===== config.mk =====
export PLATFORM = sky130hd
export DESIGN_NAME = modbus_rtu_master
export DESIGN_NICKNAME = d
export VERILOG_FILES = /design/src/modbus_master_pkg.sv /design/src/crc16_byte.sv /design/src/sync_fifo.sv /design/src/modbus_rtu_master.sv
export VERILOG_INCLUDE_DIRS = /design/src /design/src/src
export SDC_FILE = /design/constraint.sdc
export NUM_CORES = 1
export LEC_CHECK = 0
export BUFFER_PORTS_ARGS = -buffer_cell sky130_fd_sc_hd__buf_2
export CELL_PAD_IN_SITES_DETAIL_PLACEMENT = 1
export CELL_PAD_IN_SITES_GLOBAL_PLACEMENT = 2
export CORE_UTILIZATION = 43
export DETAILED_ROUTE_END_ITERATION = 10
export GPL_TIMING_DRIVEN = 0
export PLACE_DENSITY_LB_ADDON = 0.05
export SLEW_MARGIN = 40
export SYNTH_ARGS = -nofsm -noshare
export SYNTH_HDL_FRONTEND = slang
export SYNTH_SLANG_ARGS = --single-unit

===== constraint.sdc =====
create_clock -name sys_clk -period 4.2 [get_ports sys_clk]
set_clock_uncertainty 0.2 [all_clocks]
set_input_delay 0.84 -clock sys_clk [delete_from_list [all_inputs] [get_ports sys_clk]]
set_output_delay 0.84 -clock sys_clk [all_outputs]
set_load 0.01 [all_outputs]

===== src/modbus_master_consts.svh =====
// constants for the rtu master: frame codes, crc, timing, buffer sizes
`ifndef MODBUS_MASTER_CONSTS_SVH
`define MODBUS_MASTER_CONSTS_SVH

// ================================================================
// timing
`define CLK_HZ             64'd40000000
`define BAUD_RATE          64'd9600
`define CHAR_BITS          64'd11
`define GAP_CHARS_X10      64'd35
`define GAP_CYCLES_CALC    ((`CLK_HZ * `CHAR_BITS * `GAP_CHARS_X10 + `BAUD_RATE * 64'd10 - 64'd1) / (`BAUD_RATE * 64'd10))
`define RESP_TIMEOUT_MS    64'd100
`define RESP_TIMEOUT_CALC  (`CLK_HZ * `RESP_TIMEOUT_MS / 64'd1000)

// ================================================================
// frame codes
`define STATION_BCAST      8'h00
`define STATION_MAX        8'hF7
`define FN_READ            8'h03
`define FN_WRITE           8'h06
`define FN_EXC_BIT         8'h80
`define EXC_BAD_FN         8'h01
`define EXC_BAD_ADDR       8'h02
`define EXC_BAD_DATA       8'h03
`define EXC_NOT_DONE       8'h04
`define READ_MAX_WORDS     16'h000C
`define GROUP_SPAN         17'h00100

// ================================================================
// frame lengths and check
`define REQ_BODY_LAST      3'h5
`define REQ_CRC_LO_IDX     3'h6
`define EXC_REPLY_LEN      5'h05
`define WRITE_REPLY_LEN    5'h08
`define READ_REPLY_BASE    5'h05
`define RX_IDX_MAX         5'h1F
`define RX_WORD_BYTES      5'h18
`define CRC_PRESET         16'hFFFF
`define CRC_POLY           16'hA001
`define CRC_RESIDUE        16'h0000

// ================================================================
// receive buffer
`define RX_FIFO_WIDTH      9
`define RX_FIFO_DEPTH      16

`endif


===== src/modbus_master_pkg.sv =====
// types shared by the rtu master
package modbus_master_pkg;

    // ================================================================
    // controller sequence
    typedef enum logic [2:0] {
        S_IDLE,
        S_GAP,
        S_SEND,
        S_DRAIN,
        S_RECV,
        S_DELIVER
    } state_t;

    // ================================================================
    // outcome of one request
    typedef enum logic [2:0] {
        RSP_OK,
        RSP_EXCEPTION,
        RSP_FRAME_ERR,
        RSP_TIMEOUT,
        RSP_BAD_REPLY,
        RSP_BAD_REQUEST,
        RSP_BROADCAST
    } status_t;

    // ================================================================
    // whole controller state
    typedef struct packed {
        state_t             st;
        logic [5:0][7:0]    tx_buf;
        logic [2:0]         tx_idx;
        logic [7:0]         tx_byte;
        logic [15:0]        crc;
        logic [31:0]        gap_cnt;
        logic [31:0]        timer;
        logic [4:0]         rx_idx;
        logic [7:0]         rx_station;
        logic [7:0]         rx_fn;
        logic [7:0]         rx_b2;
        logic               echo_bad;
        logic               rx_bad;
        logic [11:0][15:0]  words;
        logic [3:0]         count;
        logic [3:0]         word_idx;
        logic               rd_valid;
        logic [3:0]         rd_index;
        logic [15:0]        rd_data;
        logic               rsp_valid;
        status_t            rsp_status;
        logic [7:0]         rsp_exc;
    } ctrl_t;

endpackage


===== src/crc16_byte.sv =====
// one-byte step of the reflected 16-bit frame check
`timescale 1ns/1ps
`default_nettype none
`include "modbus_master_consts.svh"

module crc16_byte (
    input  wire logic [15:0] crc_in,
    input  wire logic [7:0]  data_in,
    output logic      [15:0] crc_out
);
    logic [8:0][15:0] stage;

    // ================================================================
    // byte enters the low half, then eight shift steps
    assign stage[0] = crc_in ^ {8'h00, data_in};

    genvar i;
    for (i = 0; i < 8; i++) begin : g_bit
        assign stage[i+1] = stage[i][0] ? ((stage[i] >> 1) ^ `CRC_POLY)
                                         : (stage[i] >> 1);
    end

    assign crc_out = stage[8];
endmodule // crc16_byte

`default_nettype wire


===== src/sync_fifo.sv =====
// small first-in first-out buffer with valid/ready on both sides
`timescale 1ns/1ps
`default_nettype none

module sync_fifo #(
    parameter int WIDTH = 8,
    parameter int DEPTH = 16
) (
    input  wire logic             sys_clk,
    input  wire logic             arst_n,
    input  wire logic             in_valid,
    output logic                  in_ready,
    input  wire logic [WIDTH-1:0] in_data,
    output logic                  out_valid,
    input  wire logic             out_ready,
    output logic      [WIDTH-1:0] out_data
);
    localparam int AW = $clog2(DEPTH);
    localparam int CW = $clog2(DEPTH + 1);

    typedef struct packed {
        logic [DEPTH-1:0][WIDTH-1:0] mem;
        logic [AW-1:0]               wr_ptr;
        logic [AW-1:0]               rd_ptr;
        logic [CW-1:0]               count;
    } fifo_state_t;

    fifo_state_t s_reg;
    fifo_state_t s_next;
    logic        push;
    logic        pop;

    // ================================================================
    // handshakes and honest full/empty
    assign in_ready  = (s_reg.count != CW'(DEPTH));
    assign out_valid = (s_reg.count != '0);
    assign out_data  = s_reg.mem[s_reg.rd_ptr];
    assign push      = in_valid & in_ready;
    assign pop       = out_valid & out_ready;

    // next pointers, storage and fill level
    always_comb begin
        s_next = s_reg;
        if (push) begin
            s_next.mem[s_reg.wr_ptr] = in_data;
            s_next.wr_ptr = (s_reg.wr_ptr == AW'(DEPTH - 1)) ? '0 : s_reg.wr_ptr + AW'(1);
        end
        if (pop) begin
            s_next.rd_ptr = (s_reg.rd_ptr == AW'(DEPTH - 1)) ? '0 : s_reg.rd_ptr + AW'(1);
        end
        if (push && !pop) begin
            s_next.count = s_reg.count + CW'(1);
        end else if (pop && !push) begin
            s_next.count = s_reg.count - CW'(1);
        end
    end

    // state register
    always_ff @(posedge sys_clk or negedge arst_n) begin
        if (!arst_n) begin
            s_reg <= '0;
        end else begin
            s_reg <= s_next;
        end
    end
endmodule // sync_fifo

`default_nettype wire


===== src/modbus_rtu_master.sv =====
// rtu bus master: builds requests, paces the line, checks and unpacks replies
`timescale 1ns/1ps
`default_nettype none
`include "modbus_master_consts.svh"

module modbus_rtu_master #(
    parameter int unsigned GAP_CYCLES   = 32'(`GAP_CYCLES_CALC),
    parameter int unsigned RESP_TIMEOUT = 32'(`RESP_TIMEOUT_CALC)
) (
    input  wire logic                       sys_clk,
    input  wire logic                       arst_n,
    input  wire logic                       cmd_valid,
    output logic                            cmd_ready,
    input  wire logic                       cmd_write,
    input  wire logic [7:0]                 cmd_station,
    input  wire logic [15:0]                cmd_addr,
    input  wire logic [15:0]                cmd_count,
    input  wire logic [15:0]                cmd_data,
    output logic                            tx_valid,
    input  wire logic                       tx_ready,
    output logic      [7:0]                 tx_data,
    input  wire logic                       tx_idle,
    output logic                            driver_en,
    input  wire logic                       rx_valid,
    output logic                            rx_ready,
    input  wire logic [7:0]                 rx_data,
    input  wire logic                       rx_err,
    output logic                            rd_valid,
    output logic      [3:0]                 rd_index,
    output logic      [15:0]                rd_data,
    output logic                            rsp_valid,
    output var modbus_master_pkg::status_t  rsp_status,
    output logic      [7:0]                 rsp_exc_code
);
    modbus_master_pkg::ctrl_t       s_reg;
    modbus_master_pkg::ctrl_t       s_next;
    logic                           fifo_valid;
    logic                           fifo_ready;
    logic [`RX_FIFO_WIDTH-1:0]      fifo_dout;
    logic [7:0]                     rx_byte;
    logic [7:0]                     crc_byte_in;
    logic [15:0]                    crc_out;
    logic                           line_busy;
    logic                           quiet;
    logic                           req_bad;
    logic [4:0]                     rx_k;
    logic [4:0]                     read_len;

    // ================================================================
    // receive buffer between the uart and the parser
    sync_fifo #(
        .WIDTH (`RX_FIFO_WIDTH),
        .DEPTH (`RX_FIFO_DEPTH)
    ) u_rx_fifo (
        .sys_clk   (sys_clk),
        .arst_n    (arst_n),
        .in_valid  (rx_valid),
        .in_ready  (rx_ready),
        .in_data   ({rx_err, rx_data}),
        .out_valid (fifo_valid),
        .out_ready (fifo_ready),
        .out_data  (fifo_dout)
    );

    // ================================================================
    // one check step shared by sending and receiving
    assign rx_byte     = fifo_dout[7:0];
    assign crc_byte_in = (s_reg.st == modbus_master_pkg::S_RECV) ? rx_byte : s_reg.tx_byte;

    crc16_byte u_crc (
        .crc_in  (s_reg.crc),
        .data_in (crc_byte_in),
        .crc_out (crc_out)
    );

    // ================================================================
    // line activity and the inter-frame silence
    assign line_busy = (rx_valid & rx_ready) | ~tx_idle | (tx_valid & tx_ready);
    assign quiet     = (s_reg.gap_cnt >= GAP_CYCLES);

    // ================================================================
    // request screening before anything goes on the line
    always_comb begin
        req_bad = 1'b0;
        if (cmd_station > `STATION_MAX) begin
            req_bad = 1'b1;
        end else if (!cmd_write) begin
            if (cmd_station == `STATION_BCAST) begin
                req_bad = 1'b1;
            end else if (cmd_count == 16'h0000 || cmd_count > `READ_MAX_WORDS) begin
                req_bad = 1'b1;
            end else if (17'({9'h000, cmd_addr[7:0]}) + 17'(cmd_count) > `GROUP_SPAN) begin
                req_bad = 1'b1;
            end
        end
    end

    // reply geometry helpers
    assign rx_k     = 5'(s_reg.rx_idx - 5'h03);
    assign read_len = 5'(`READ_REPLY_BASE + {s_reg.count, 1'b0});

    // ================================================================
    // handshakes and driver enable
    assign cmd_ready  = (s_reg.st == modbus_master_pkg::S_IDLE);
    assign tx_valid   = (s_reg.st == modbus_master_pkg::S_SEND);
    assign driver_en  = (s_reg.st == modbus_master_pkg::S_SEND)
                      | (s_reg.st == modbus_master_pkg::S_DRAIN);
    assign fifo_ready = (s_reg.st != modbus_master_pkg::S_DELIVER);

    // outputs straight from the state register
    assign tx_data      = s_reg.tx_byte;
    assign rd_valid     = s_reg.rd_valid;
    assign rd_index     = s_reg.rd_index;
    assign rd_data      = s_reg.rd_data;
    assign rsp_valid    = s_reg.rsp_valid;
    assign rsp_status   = s_reg.rsp_status;
    assign rsp_exc_code = s_reg.rsp_exc;

    // ================================================================
    // next state of the whole controller
    always_comb begin
        s_next = s_reg;
        s_next.rsp_valid = 1'b0;
        s_next.rd_valid  = 1'b0;

        // silence counter, restarted by any traffic
        if (line_busy) begin
            s_next.gap_cnt = '0;
        end else if (!quiet) begin
            s_next.gap_cnt = s_reg.gap_cnt + 32'h0000_0001;
        end

        case (s_reg.st)
            modbus_master_pkg::S_IDLE: begin
                if (cmd_valid) begin
                    if (req_bad) begin
                        s_next.rsp_valid  = 1'b1;
                        s_next.rsp_status = modbus_master_pkg::RSP_BAD_REQUEST;
                        s_next.rsp_exc    = 8'h00;
                    end else begin
                        s_next.tx_buf[0] = cmd_station;
                        s_next.tx_buf[1] = cmd_write ? `FN_WRITE : `FN_READ;
                        s_next.tx_buf[2] = cmd_addr[15:8];
                        s_next.tx_buf[3] = cmd_addr[7:0];
                        s_next.tx_buf[4] = cmd_write ? cmd_data[15:8] : cmd_count[15:8];
                        s_next.tx_buf[5] = cmd_write ? cmd_data[7:0] : cmd_count[7:0];
                        s_next.count     = cmd_count[3:0];
                        s_next.st        = modbus_master_pkg::S_GAP;
                    end
                end
            end

            // wait for a silent line before the first byte
            modbus_master_pkg::S_GAP: begin
                if (quiet) begin
                    s_next.st      = modbus_master_pkg::S_SEND;
                    s_next.tx_idx  = 3'h0;
                    s_next.tx_byte = s_reg.tx_buf[0];
                    s_next.crc     = `CRC_PRESET;
                end
            end

            // six body bytes, then check low and high
            modbus_master_pkg::S_SEND: begin
                if (tx_ready) begin
                    s_next.tx_idx = s_reg.tx_idx + 3'h1;
                    if (s_reg.tx_idx < `REQ_CRC_LO_IDX) begin
                        s_next.crc = crc_out;
                    end
                    if (s_reg.tx_idx < `REQ_BODY_LAST) begin
                        s_next.tx_byte = s_reg.tx_buf[s_reg.tx_idx + 3'h1];
                    end else if (s_reg.tx_idx == `REQ_BODY_LAST) begin
                        s_next.tx_byte = crc_out[7:0];
                    end else if (s_reg.tx_idx == `REQ_CRC_LO_IDX) begin
                        s_next.tx_byte = s_reg.crc[15:8];
                    end else begin
                        s_next.st = modbus_master_pkg::S_DRAIN;
                    end
                end
            end

            // release the line once the uart has shifted out
            modbus_master_pkg::S_DRAIN: begin
                if (tx_idle) begin
                    if (s_reg.tx_buf[0] == `STATION_BCAST) begin
                        s_next.st         = modbus_master_pkg::S_IDLE;
                        s_next.rsp_valid  = 1'b1;
                        s_next.rsp_status = modbus_master_pkg::RSP_BROADCAST;
                        s_next.rsp_exc    = 8'h00;
                    end else begin
                        s_next.st       = modbus_master_pkg::S_RECV;
                        s_next.rx_idx   = 5'h00;
                        s_next.timer    = 32'h0000_0000;
                        s_next.crc      = `CRC_PRESET;
                        s_next.echo_bad = 1'b0;
                        s_next.rx_bad   = 1'b0;
                    end
                end
            end

            // collect the reply until the line goes silent
            modbus_master_pkg::S_RECV: begin
                if (fifo_valid) begin
                    s_next.crc = crc_out;
                    if (fifo_dout[8]) begin
                        s_next.rx_bad = 1'b1;
                    end
                    if (s_reg.rx_idx != `RX_IDX_MAX) begin
                        s_next.rx_idx = s_reg.rx_idx + 5'h01;
                    end
                    if (s_reg.rx_idx == 5'h00) begin
                        s_next.rx_station = rx_byte;
                    end else if (s_reg.rx_idx == 5'h01) begin
                        s_next.rx_fn = rx_byte;
                    end else if (s_reg.rx_idx == 5'h02) begin
                        s_next.rx_b2 = rx_byte;
                    end
                    if (s_reg.rx_idx >= 5'h02 && s_reg.rx_idx <= 5'h05
                        && rx_byte != s_reg.tx_buf[s_reg.rx_idx[2:0]]) begin
                        s_next.echo_bad = 1'b1;
                    end
                    if (s_reg.rx_idx >= 5'h03 && rx_k < `RX_WORD_BYTES) begin
                        if (!rx_k[0]) begin
                            s_next.words[rx_k[4:1]][15:8] = rx_byte;
                        end else begin
                            s_next.words[rx_k[4:1]][7:0] = rx_byte;
                        end
                    end
                end else if (s_reg.rx_idx == 5'h00) begin
                    s_next.timer = s_reg.timer + 32'h0000_0001;
                    if (s_reg.timer >= RESP_TIMEOUT) begin
                        s_next.st         = modbus_master_pkg::S_IDLE;
                        s_next.rsp_valid  = 1'b1;
                        s_next.rsp_status = modbus_master_pkg::RSP_TIMEOUT;
                        s_next.rsp_exc    = 8'h00;
                    end
                end else if (quiet) begin
                    // frame closed by silence: judge it as a whole
                    s_next.st        = modbus_master_pkg::S_IDLE;
                    s_next.rsp_valid = 1'b1;
                    s_next.rsp_exc   = 8'h00;
                    if (s_reg.rx_bad || s_reg.crc != `CRC_RESIDUE
                        || s_reg.rx_idx < `EXC_REPLY_LEN) begin
                        s_next.rsp_status = modbus_master_pkg::RSP_FRAME_ERR;
                    end else if (s_reg.rx_station != s_reg.tx_buf[0]) begin
                        s_next.rsp_status = modbus_master_pkg::RSP_BAD_REPLY;
                    end else if (s_reg.rx_fn == (s_reg.tx_buf[1] | `FN_EXC_BIT)
                                 && s_reg.rx_idx == `EXC_REPLY_LEN) begin
                        s_next.rsp_status = modbus_master_pkg::RSP_EXCEPTION;
                        s_next.rsp_exc    = s_reg.rx_b2;
                    end else if (s_reg.rx_fn != s_reg.tx_buf[1]) begin
                        s_next.rsp_status = modbus_master_pkg::RSP_BAD_REPLY;
                    end else if (s_reg.tx_buf[1] == `FN_WRITE) begin
                        s_next.rsp_status = (s_reg.rx_idx == `WRITE_REPLY_LEN && !s_reg.echo_bad)
                                          ? modbus_master_pkg::RSP_OK
                                          : modbus_master_pkg::RSP_BAD_REPLY;
                    end else if (s_reg.rx_idx == read_len
                                 && s_reg.rx_b2 == {3'b000, s_reg.count, 1'b0}) begin
                        s_next.rsp_valid = 1'b0;
                        s_next.st        = modbus_master_pkg::S_DELIVER;
                        s_next.word_idx  = 4'h0;
                    end else begin
                        s_next.rsp_status = modbus_master_pkg::RSP_BAD_REPLY;
                    end
                end
            end

            // hand the checked words out one per cycle
            modbus_master_pkg::S_DELIVER: begin
                s_next.rd_valid = 1'b1;
                s_next.rd_index = s_reg.word_idx;
                s_next.rd_data  = s_reg.words[s_reg.word_idx];
                if (s_reg.word_idx == 4'(s_reg.count - 4'h1)) begin
                    s_next.st         = modbus_master_pkg::S_IDLE;
                    s_next.rsp_valid  = 1'b1;
                    s_next.rsp_status = modbus_master_pkg::RSP_OK;
                    s_next.rsp_exc    = 8'h00;
                end else begin
                    s_next.word_idx = s_reg.word_idx + 4'h1;
                end
            end

            default: begin
                s_next.st = modbus_master_pkg::S_IDLE;
            end
        endcase
    end

    // ================================================================
    // state register
    always_ff @(posedge sys_clk or negedge arst_n) begin
        if (!arst_n) begin
            s_reg <= '0;
        end else begin
            s_reg <= s_next;
        end
    end
endmodule // modbus_rtu_master

`default_nettype wire


==> impl_metrics.json, run 1 <==
{
  "placementRows": 92,
  "antenna_left": 0,
  "utilization_pct": 50.36,
  "synth_top_area_cell": "dfrtp_1",
  "powerDensity_mw_per_mm2": 798.9,
  "cp-end-kind": "flip-flop",
  "vias_per_cell": 5.702,
  "grt_max_degree": 77,
  "yosysMostFrequentCell": "dfrtp_1",
  "slowest_stage": "a21oi_1",
  "slowest_delay_ns": 0.56,
  "routabilityCongestion": 0.8576,
  "clockBufferDepth": 3,
  "power_leakage_nw": 14.44,
  "largest_reg_flops": 360,
  "cts_made_buffers": 61,
  "yosys_most_used_dff": "dfrtp_1",
  "fmaxAchievable_mhz": 249.8,
  "hold_violations": 0,
  "maxCapViolCount": 0,
  "synth_area_mm2": 0.02778,
  "die_w_um": 256.2,
  "synthTopCellsByArea": "dfrtp_1 (50%), mux2_2 (15%), mux4_2 (7.1%)",
  "final.min_clock_period_ns": 4.002,
  "cts_root_buf": "clkbuf_16",
  "synth_cell_types": 76,
  "crit_chain": "clkbuf_1, and2b_1, nand2_1, a21oi_1, o21a_1, nand3_1, nor3_1, nand4_1, buf_4, or2_1, or3_1, a21oi_1",
  "dr.pass1.iters": 5,
  "dieArea_mm2": 0.06563,
  "start_kind": "flip-flop",
  "cts_tree": "yes",
  "routedWlPerCell_um": 24.78,
  "routed_wl_um": 82830,
  "grt_pass1_vias": 20930,
  "grt_setup_unrepaired": "yes",
  "clock_sinks": 558,
  "overflow": 0,
  "core_area_mm2": 0.06343,
  "drv_slew": 0,
  "path_clk_slew_ns": 0.07,
  "syn_inst": 2255,
  "slew_headroom_pct": 38.84,
  "worstPathArrival_ns": 4.35,
  "min_path_type": "primary input to flip-flop",
  "drt_iter0_drc": 973,
  "setup_viol": 0,
  "route.detailed.drc": 0,
  "io_pins": 117,
  "fin_area_mm2": 0.03194,
  "finalSetupTns_ns": 0,
  "placed_area_mm2": 0.02971,
  "cp_max_fo": 10,
  "peakVddDrop_mv": 0.7326,
  "antenna_found_initial": 1,
  "cp.required_ns": 4.55,
  "avgSynthCellArea_um2": 12.32,
  "num_vias": 19060,
  "yosys.area.top_type_share_pct": 50.26,
  "port_buffers": 115,
  "dp_cells": 3226,
  "start_util_pct": 43.80,
  "cts_htree_levels": 2,
  "clk_latency_ns": 0.64,
  "synth_async_sr_flop_share_pct": 100.0,
  "num-nets-final": 2556,
  "synth_common_cells": "dfrtp_1 (558), mux2_2 (369), nand2_1 (149), nor2_1 (145), clkbuf_1 (97)",
  "area_delta_synth_final_pct": 14.96,
  "grt_pass1_wl_um": 130400,
  "crit_path_frequent_cell": "a21oi_1",
  "dp_hpwl_um": 59880,
  "drive_gt1_share_pct": 32.02,
  "synth_seq_area_share_pct": 50.26,
  "syn_nets": 2364,
  "grt_usage_pct": 25.95,
  "die_h_um": 256.2,
  "fin_cells": 3343,
  "synth_seq_cells": 558,
  "yosysWarnings": 0,
  "period_share_pct": 95.30,
  "synth_edf_count": 0,
  "outcome": "completed",
  "crit_type": "flip-flop to flip-flop",
  "tightest_slew_ns": 0.9173
}
## cell type report
class | instances | area, µm²
Fill cell | 6555 | 31490
Sequential cell | 558 | 13970
Multi-Input combinational cell | 1481 | 12900
Clock buffer | 92 | 1834
Tap cell | 846 | 1059
Timing Repair Buffer | 134 | 894.6
Buffer | 158 | 829.5
Clock inverter | 19 | 251.5
Inverter | 53 | 203.9
Antenna cell | 2 | 5.005
## power breakdown
group	switching, mW	internal, mW	leakage (nW)	total [mW]
clock network	2.28	3.31	1.03	5.58
registers	1.47	7.34	7.21	8.81
logic	6.07	5.06	6.20	11.1
## cell families (layout without fill, tap and decap cells)
family          count (synthesis)  in the layout  synth area share, %
mux                           558            558                26.25
flops                         558            558                50.26
simple gates                  506            506                8.552
compound gates                273            273                5.873
buf+inv                       216            456                3.693
xor+xnor                      107            107                3.652
fa+ha+maj                      37             37                1.720
other cells                     0              2                    0
## critical path: cells and delay by family (launching register included)
family	cells	cell delay [ns]
compound gates	3	0.95
buf+inv	2	0.61
flops	1	0.38
simple gates	7	1.76
## placed cells by master, fill, tap and decap left out, types with 33 or more instances in the layout
cell       count
mux2i_1       60
nand3_1       61
xor2_1        54
a21oi_1       83
dfrtp_1      556
clkbuf_1     102
xnor2_1       46
clkbuf_16     62
o21ai_1       33
mux2_1        34
ha_1          35
nand2_1      149
buf_2        124
o21ai_0       58
mux4_2        88
buf_4         50
nor2_1       133
inv_1         46
mux2_2       369
## final timing paths
check,startpoint,end,cells past startpoint,slack [ns]
max,s_reg[404],s_reg[294],12,0.20
min,cmd_addr[13],s_reg[376],2,0.22
max reg2reg,s_reg[404],s_reg[294],12,0.20
min reg2reg,rd_data[2],rd_data[2],2,0.28
max in group asynchronous,arst_n,u_rx_fifo.s_reg[15],6,1.52
min in group asynchronous,arst_n,s_reg[247],2,0.46
## timing repair
action                                  in CTS  in global routing
hold buffers                                 1                  0
endpoints found under the setup margin      86                 95
hold endpoints to repair                    26                  0
resized for setup                           10                 12
pin swaps                                    3                  2
setup buffers                                5                  1
## per-stage QoR
step | power, mW | worst slack (ns) | hold slack (ns)
global placement | 19.38 | -9.457 | 0.2636
global route | 26.99 | -0.06828 | 0.2056
finish | 25.52 | 0.1976 | 0.2176
detailed placement | 19.93 | -1.023 | 0.2696
floorplan | 16.12 | 0.04117 | 0.2446
CTS | 25.69 | 0.001327 | 0.1799
## per-layer routing
| layer | vias up | wire length (µm) | GRT usage [%] |
|---|---|---|---|
| li1 | 8516 | - | - |
| met2 | 339 | 40140 | 42.71 |
| met1 | 10070 | 37570 | 36.12 |
| met4 | 2 | 2224 | 7.601 |
| met5 | - | 13 | 0 |
| met3 | 139 | 2883 | 3.084 |
No activity file was read; power rests on OpenSTA's default activity.
==> run 2, diff against run 1 <==
--- a/config.mk
+++ b/config.mk
@@ -9,7 +9,8 @@
 export BUFFER_PORTS_ARGS = -buffer_cell sky130_fd_sc_hd__buf_2
 export CELL_PAD_IN_SITES_DETAIL_PLACEMENT = 1
 export CELL_PAD_IN_SITES_GLOBAL_PLACEMENT = 2
-export CORE_UTILIZATION = 43
+export CORE_UTILIZATION = 45
+export CTS_BUF_LIST = sky130_fd_sc_hd__clkbuf_8
 export DETAILED_ROUTE_END_ITERATION = 10
 export GPL_TIMING_DRIVEN = 0
 export PLACE_DENSITY_LB_ADDON = 0.05
==> run 2 against run 1 <==
Effect of this change: total power shrank 2.7%; combinational power is essentially flat; routed wire length shrank 0.43%; critical endpoint is now s_reg[69]; largest cell class unchanged.
==> impl_metrics.json, run 2 (synthesis gave the netlist of run 1 again) <==
{
  "power_leakage_nw": 14.57,
  "peakVddDrop_mv": 0.7154,
  "slew_headroom_pct": 40.40,
  "largest_reg_flops": 360,
  "grt_pass1_vias": 21190,
  "hp-start": "cmd_station[0]",
  "period_share_pct": 97.19,
  "die_w_um": 250.5,
  "port_buffers": 115,
  "busiest_layer": "met2",
  "start_kind": "flip-flop",
  "slowest_delay_ns": 0.71,
  "crit_chain": "buf_2, inv_2, nor3_1, buf_4, clkbuf_1, nand2_1, nor3_1, nand2_1, nor2_1, mux2_2",
  "dieArea_mm2": 0.06274,
  "min_path_type": "primary input to flip-flop",
  "fin_area_mm2": 0.03174,
  "area_delta_synth_final_pct": 14.23,
  "tightest_slew_ns": 0.8914,
  "drv_slew": 0,
  "cp.required_ns": 4.57,
  "hold-path-cell-count": 2,
  "cts_tree": "yes",
  "grt_usage_pct": 26.97,
  "cp-end-kind": "flip-flop",
  "placed_area_mm2": 0.02964,
  "outcome": "completed",
  "p_total_mw": 24.83,
  "min_to": "s_reg[355]",
  "cts_htree_levels": 3,
  "dpl_worst_slack_ns": -0.8935,
  "routabilityCongestion": 0.8378,
  "use_met3_pct": 4.084,
  "grt_max_degree": 76,
  "setup_viol": 0,
  "clockBufferDepth": 3,
  "hold_violations": 0,
  "use_met2_pct": 44.07,
  "drt_iter0_drc": 1125,
  "grt_pass1_wl_um": 128900,
  "crit_type": "flip-flop to flip-flop",
  "fmaxAchievable_mhz": 245.0,
  "worstPathArrival_ns": 4.45,
  "slowest_stage": "nor2_1",
  "clk_latency_ns": 0.69,
  "crit_path_start": "s_reg[405]",
  "layout_commonest_cell": "dfrtp_1",
  "path_clk_slew_ns": 0.06,
  "fin_ws_ns": 0.1180,
  "cp_max_fo": 10,
  "drive_gt1_share_pct": 32.63,
  "final.min_clock_period_ns": 4.082,
  "cts_root_buf": "clkbuf_8",
  "dp_hpwl_um": 58980,
  "placementRows": 90,
  "core_area_mm2": 0.06070,
  "antenna_found_initial": 2,
  "layout_common_cells": "dfrtp_1 (557), mux2_2 (369), nand2_1 (149)",
  "r2r_end": "s_reg[69]",
  "num-nets-final": 2595,
  "routedWlPerCell_um": 24.68,
  "overflow": 0,
  "clock_sinks": 558,
  "maxCapViolCount": 0,
  "num_vias": 19290,
  "io_pins": 117,
  "start_util_pct": 45.77,
  "utilization_pct": 52.29,
  "grt_setup_unrepaired": "yes",
  "vias_per_cell": 5.773,
  "r2r_cells": 10,
  "powerDensity_mw_per_mm2": 782.5,
  "whs_ns": 0.1931,
  "dr.pass1.iters": 5,
  "grtUsageMet1_pct": 37.41,
  "timing.reg2reg.setup_slack_ns": 0.12,
  "route.detailed.drc": 0,
  "r2r_start": "s_reg[405]",
  "die_h_um": 250.5,
  "cts_made_buffers": 99,
  "antenna_left": 0,
  "routed_wl_um": 82470
}
## run 2: cell count changes in the layout (fill, tap and decap cells not counted), sizes merged
cell | previous run | this run
clkinvlp | 3 | 1
clkinv | 13 | 10
diode | 2 | 1
clkbuf | 185 | 221
inv | 51 | 91
buf | 198 | 195
bufinv | 5 | 1
## run 2: final cells by class
class | instances | area (µm²)
diodes | 1 | 2.502
plain buffers | 159 | 829.5
clock buffers | 124 | 1707
clock inverters | 50 | 246.5
fillers | 6246 | 28960
inverters | 53 | 205.2
multi-input cells | 1481 | 12900
flip-flops and latches | 558 | 13960
well taps | 782 | 978.4
repair buffers | 134 | 902.1
## run 2: what timing repair did
item	CTS	global route
hold endpoints to repair	51	0
endpoints found under the setup margin	78	85
pin swaps	3	1
buffers inserted	5	0
hold buffers	1	0
resized for setup	6	14
## run 2: power breakdown
part,internal (mW),switching [mW]
clock network,2.70,2.27
logic,5.06,6.03
registers,7.34,1.44
total,15.1,9.74
## run 2: through the flow
stage	TNS (ns)	std cells
4_1_cts	0	3341
3_5_place_dp	-51.20	3163
3_3_place_gp	-5268.54	3152
2_1_floorplan	0	2255
6_report	0	3342
5_1_grt	-0.5825	3342
## run 2: critical path: cells and delay by family, from the launching register on
family / cells / cell delay [ns]
buffers and inverters: 4 / 1.17
multiplexers: 1 / 0.41
AND/OR/NAND/NOR: 5 / 1.87
flip-flops: 1 / 0.32
## run 2: per-layer routing
layer | vias up | part of all wire [%] | wire length [µm]
met5 | - | 0.016 | 13
met4 | 2 | 2.4 | 2020
met3 | 129 | 3.7 | 3082
met2 | 368 | 48 | 39940
met1 | 10210 | 45 | 37420
li1 | 8587 | - | -
## run 2: worst max-delay path by stage
stage                                end  slack, ns  cells past startpoint
global placement    u_rx_fifo.s_reg[101]      -9.40                      1
detailed placement            s_reg[393]      -0.89                     16
finish                         s_reg[69]       0.12                     10
floorplan                     s_reg[355]       0.04                     15
CTS                           s_reg[294]      0.005                     13
global route                   s_reg[85]      -0.05                     10
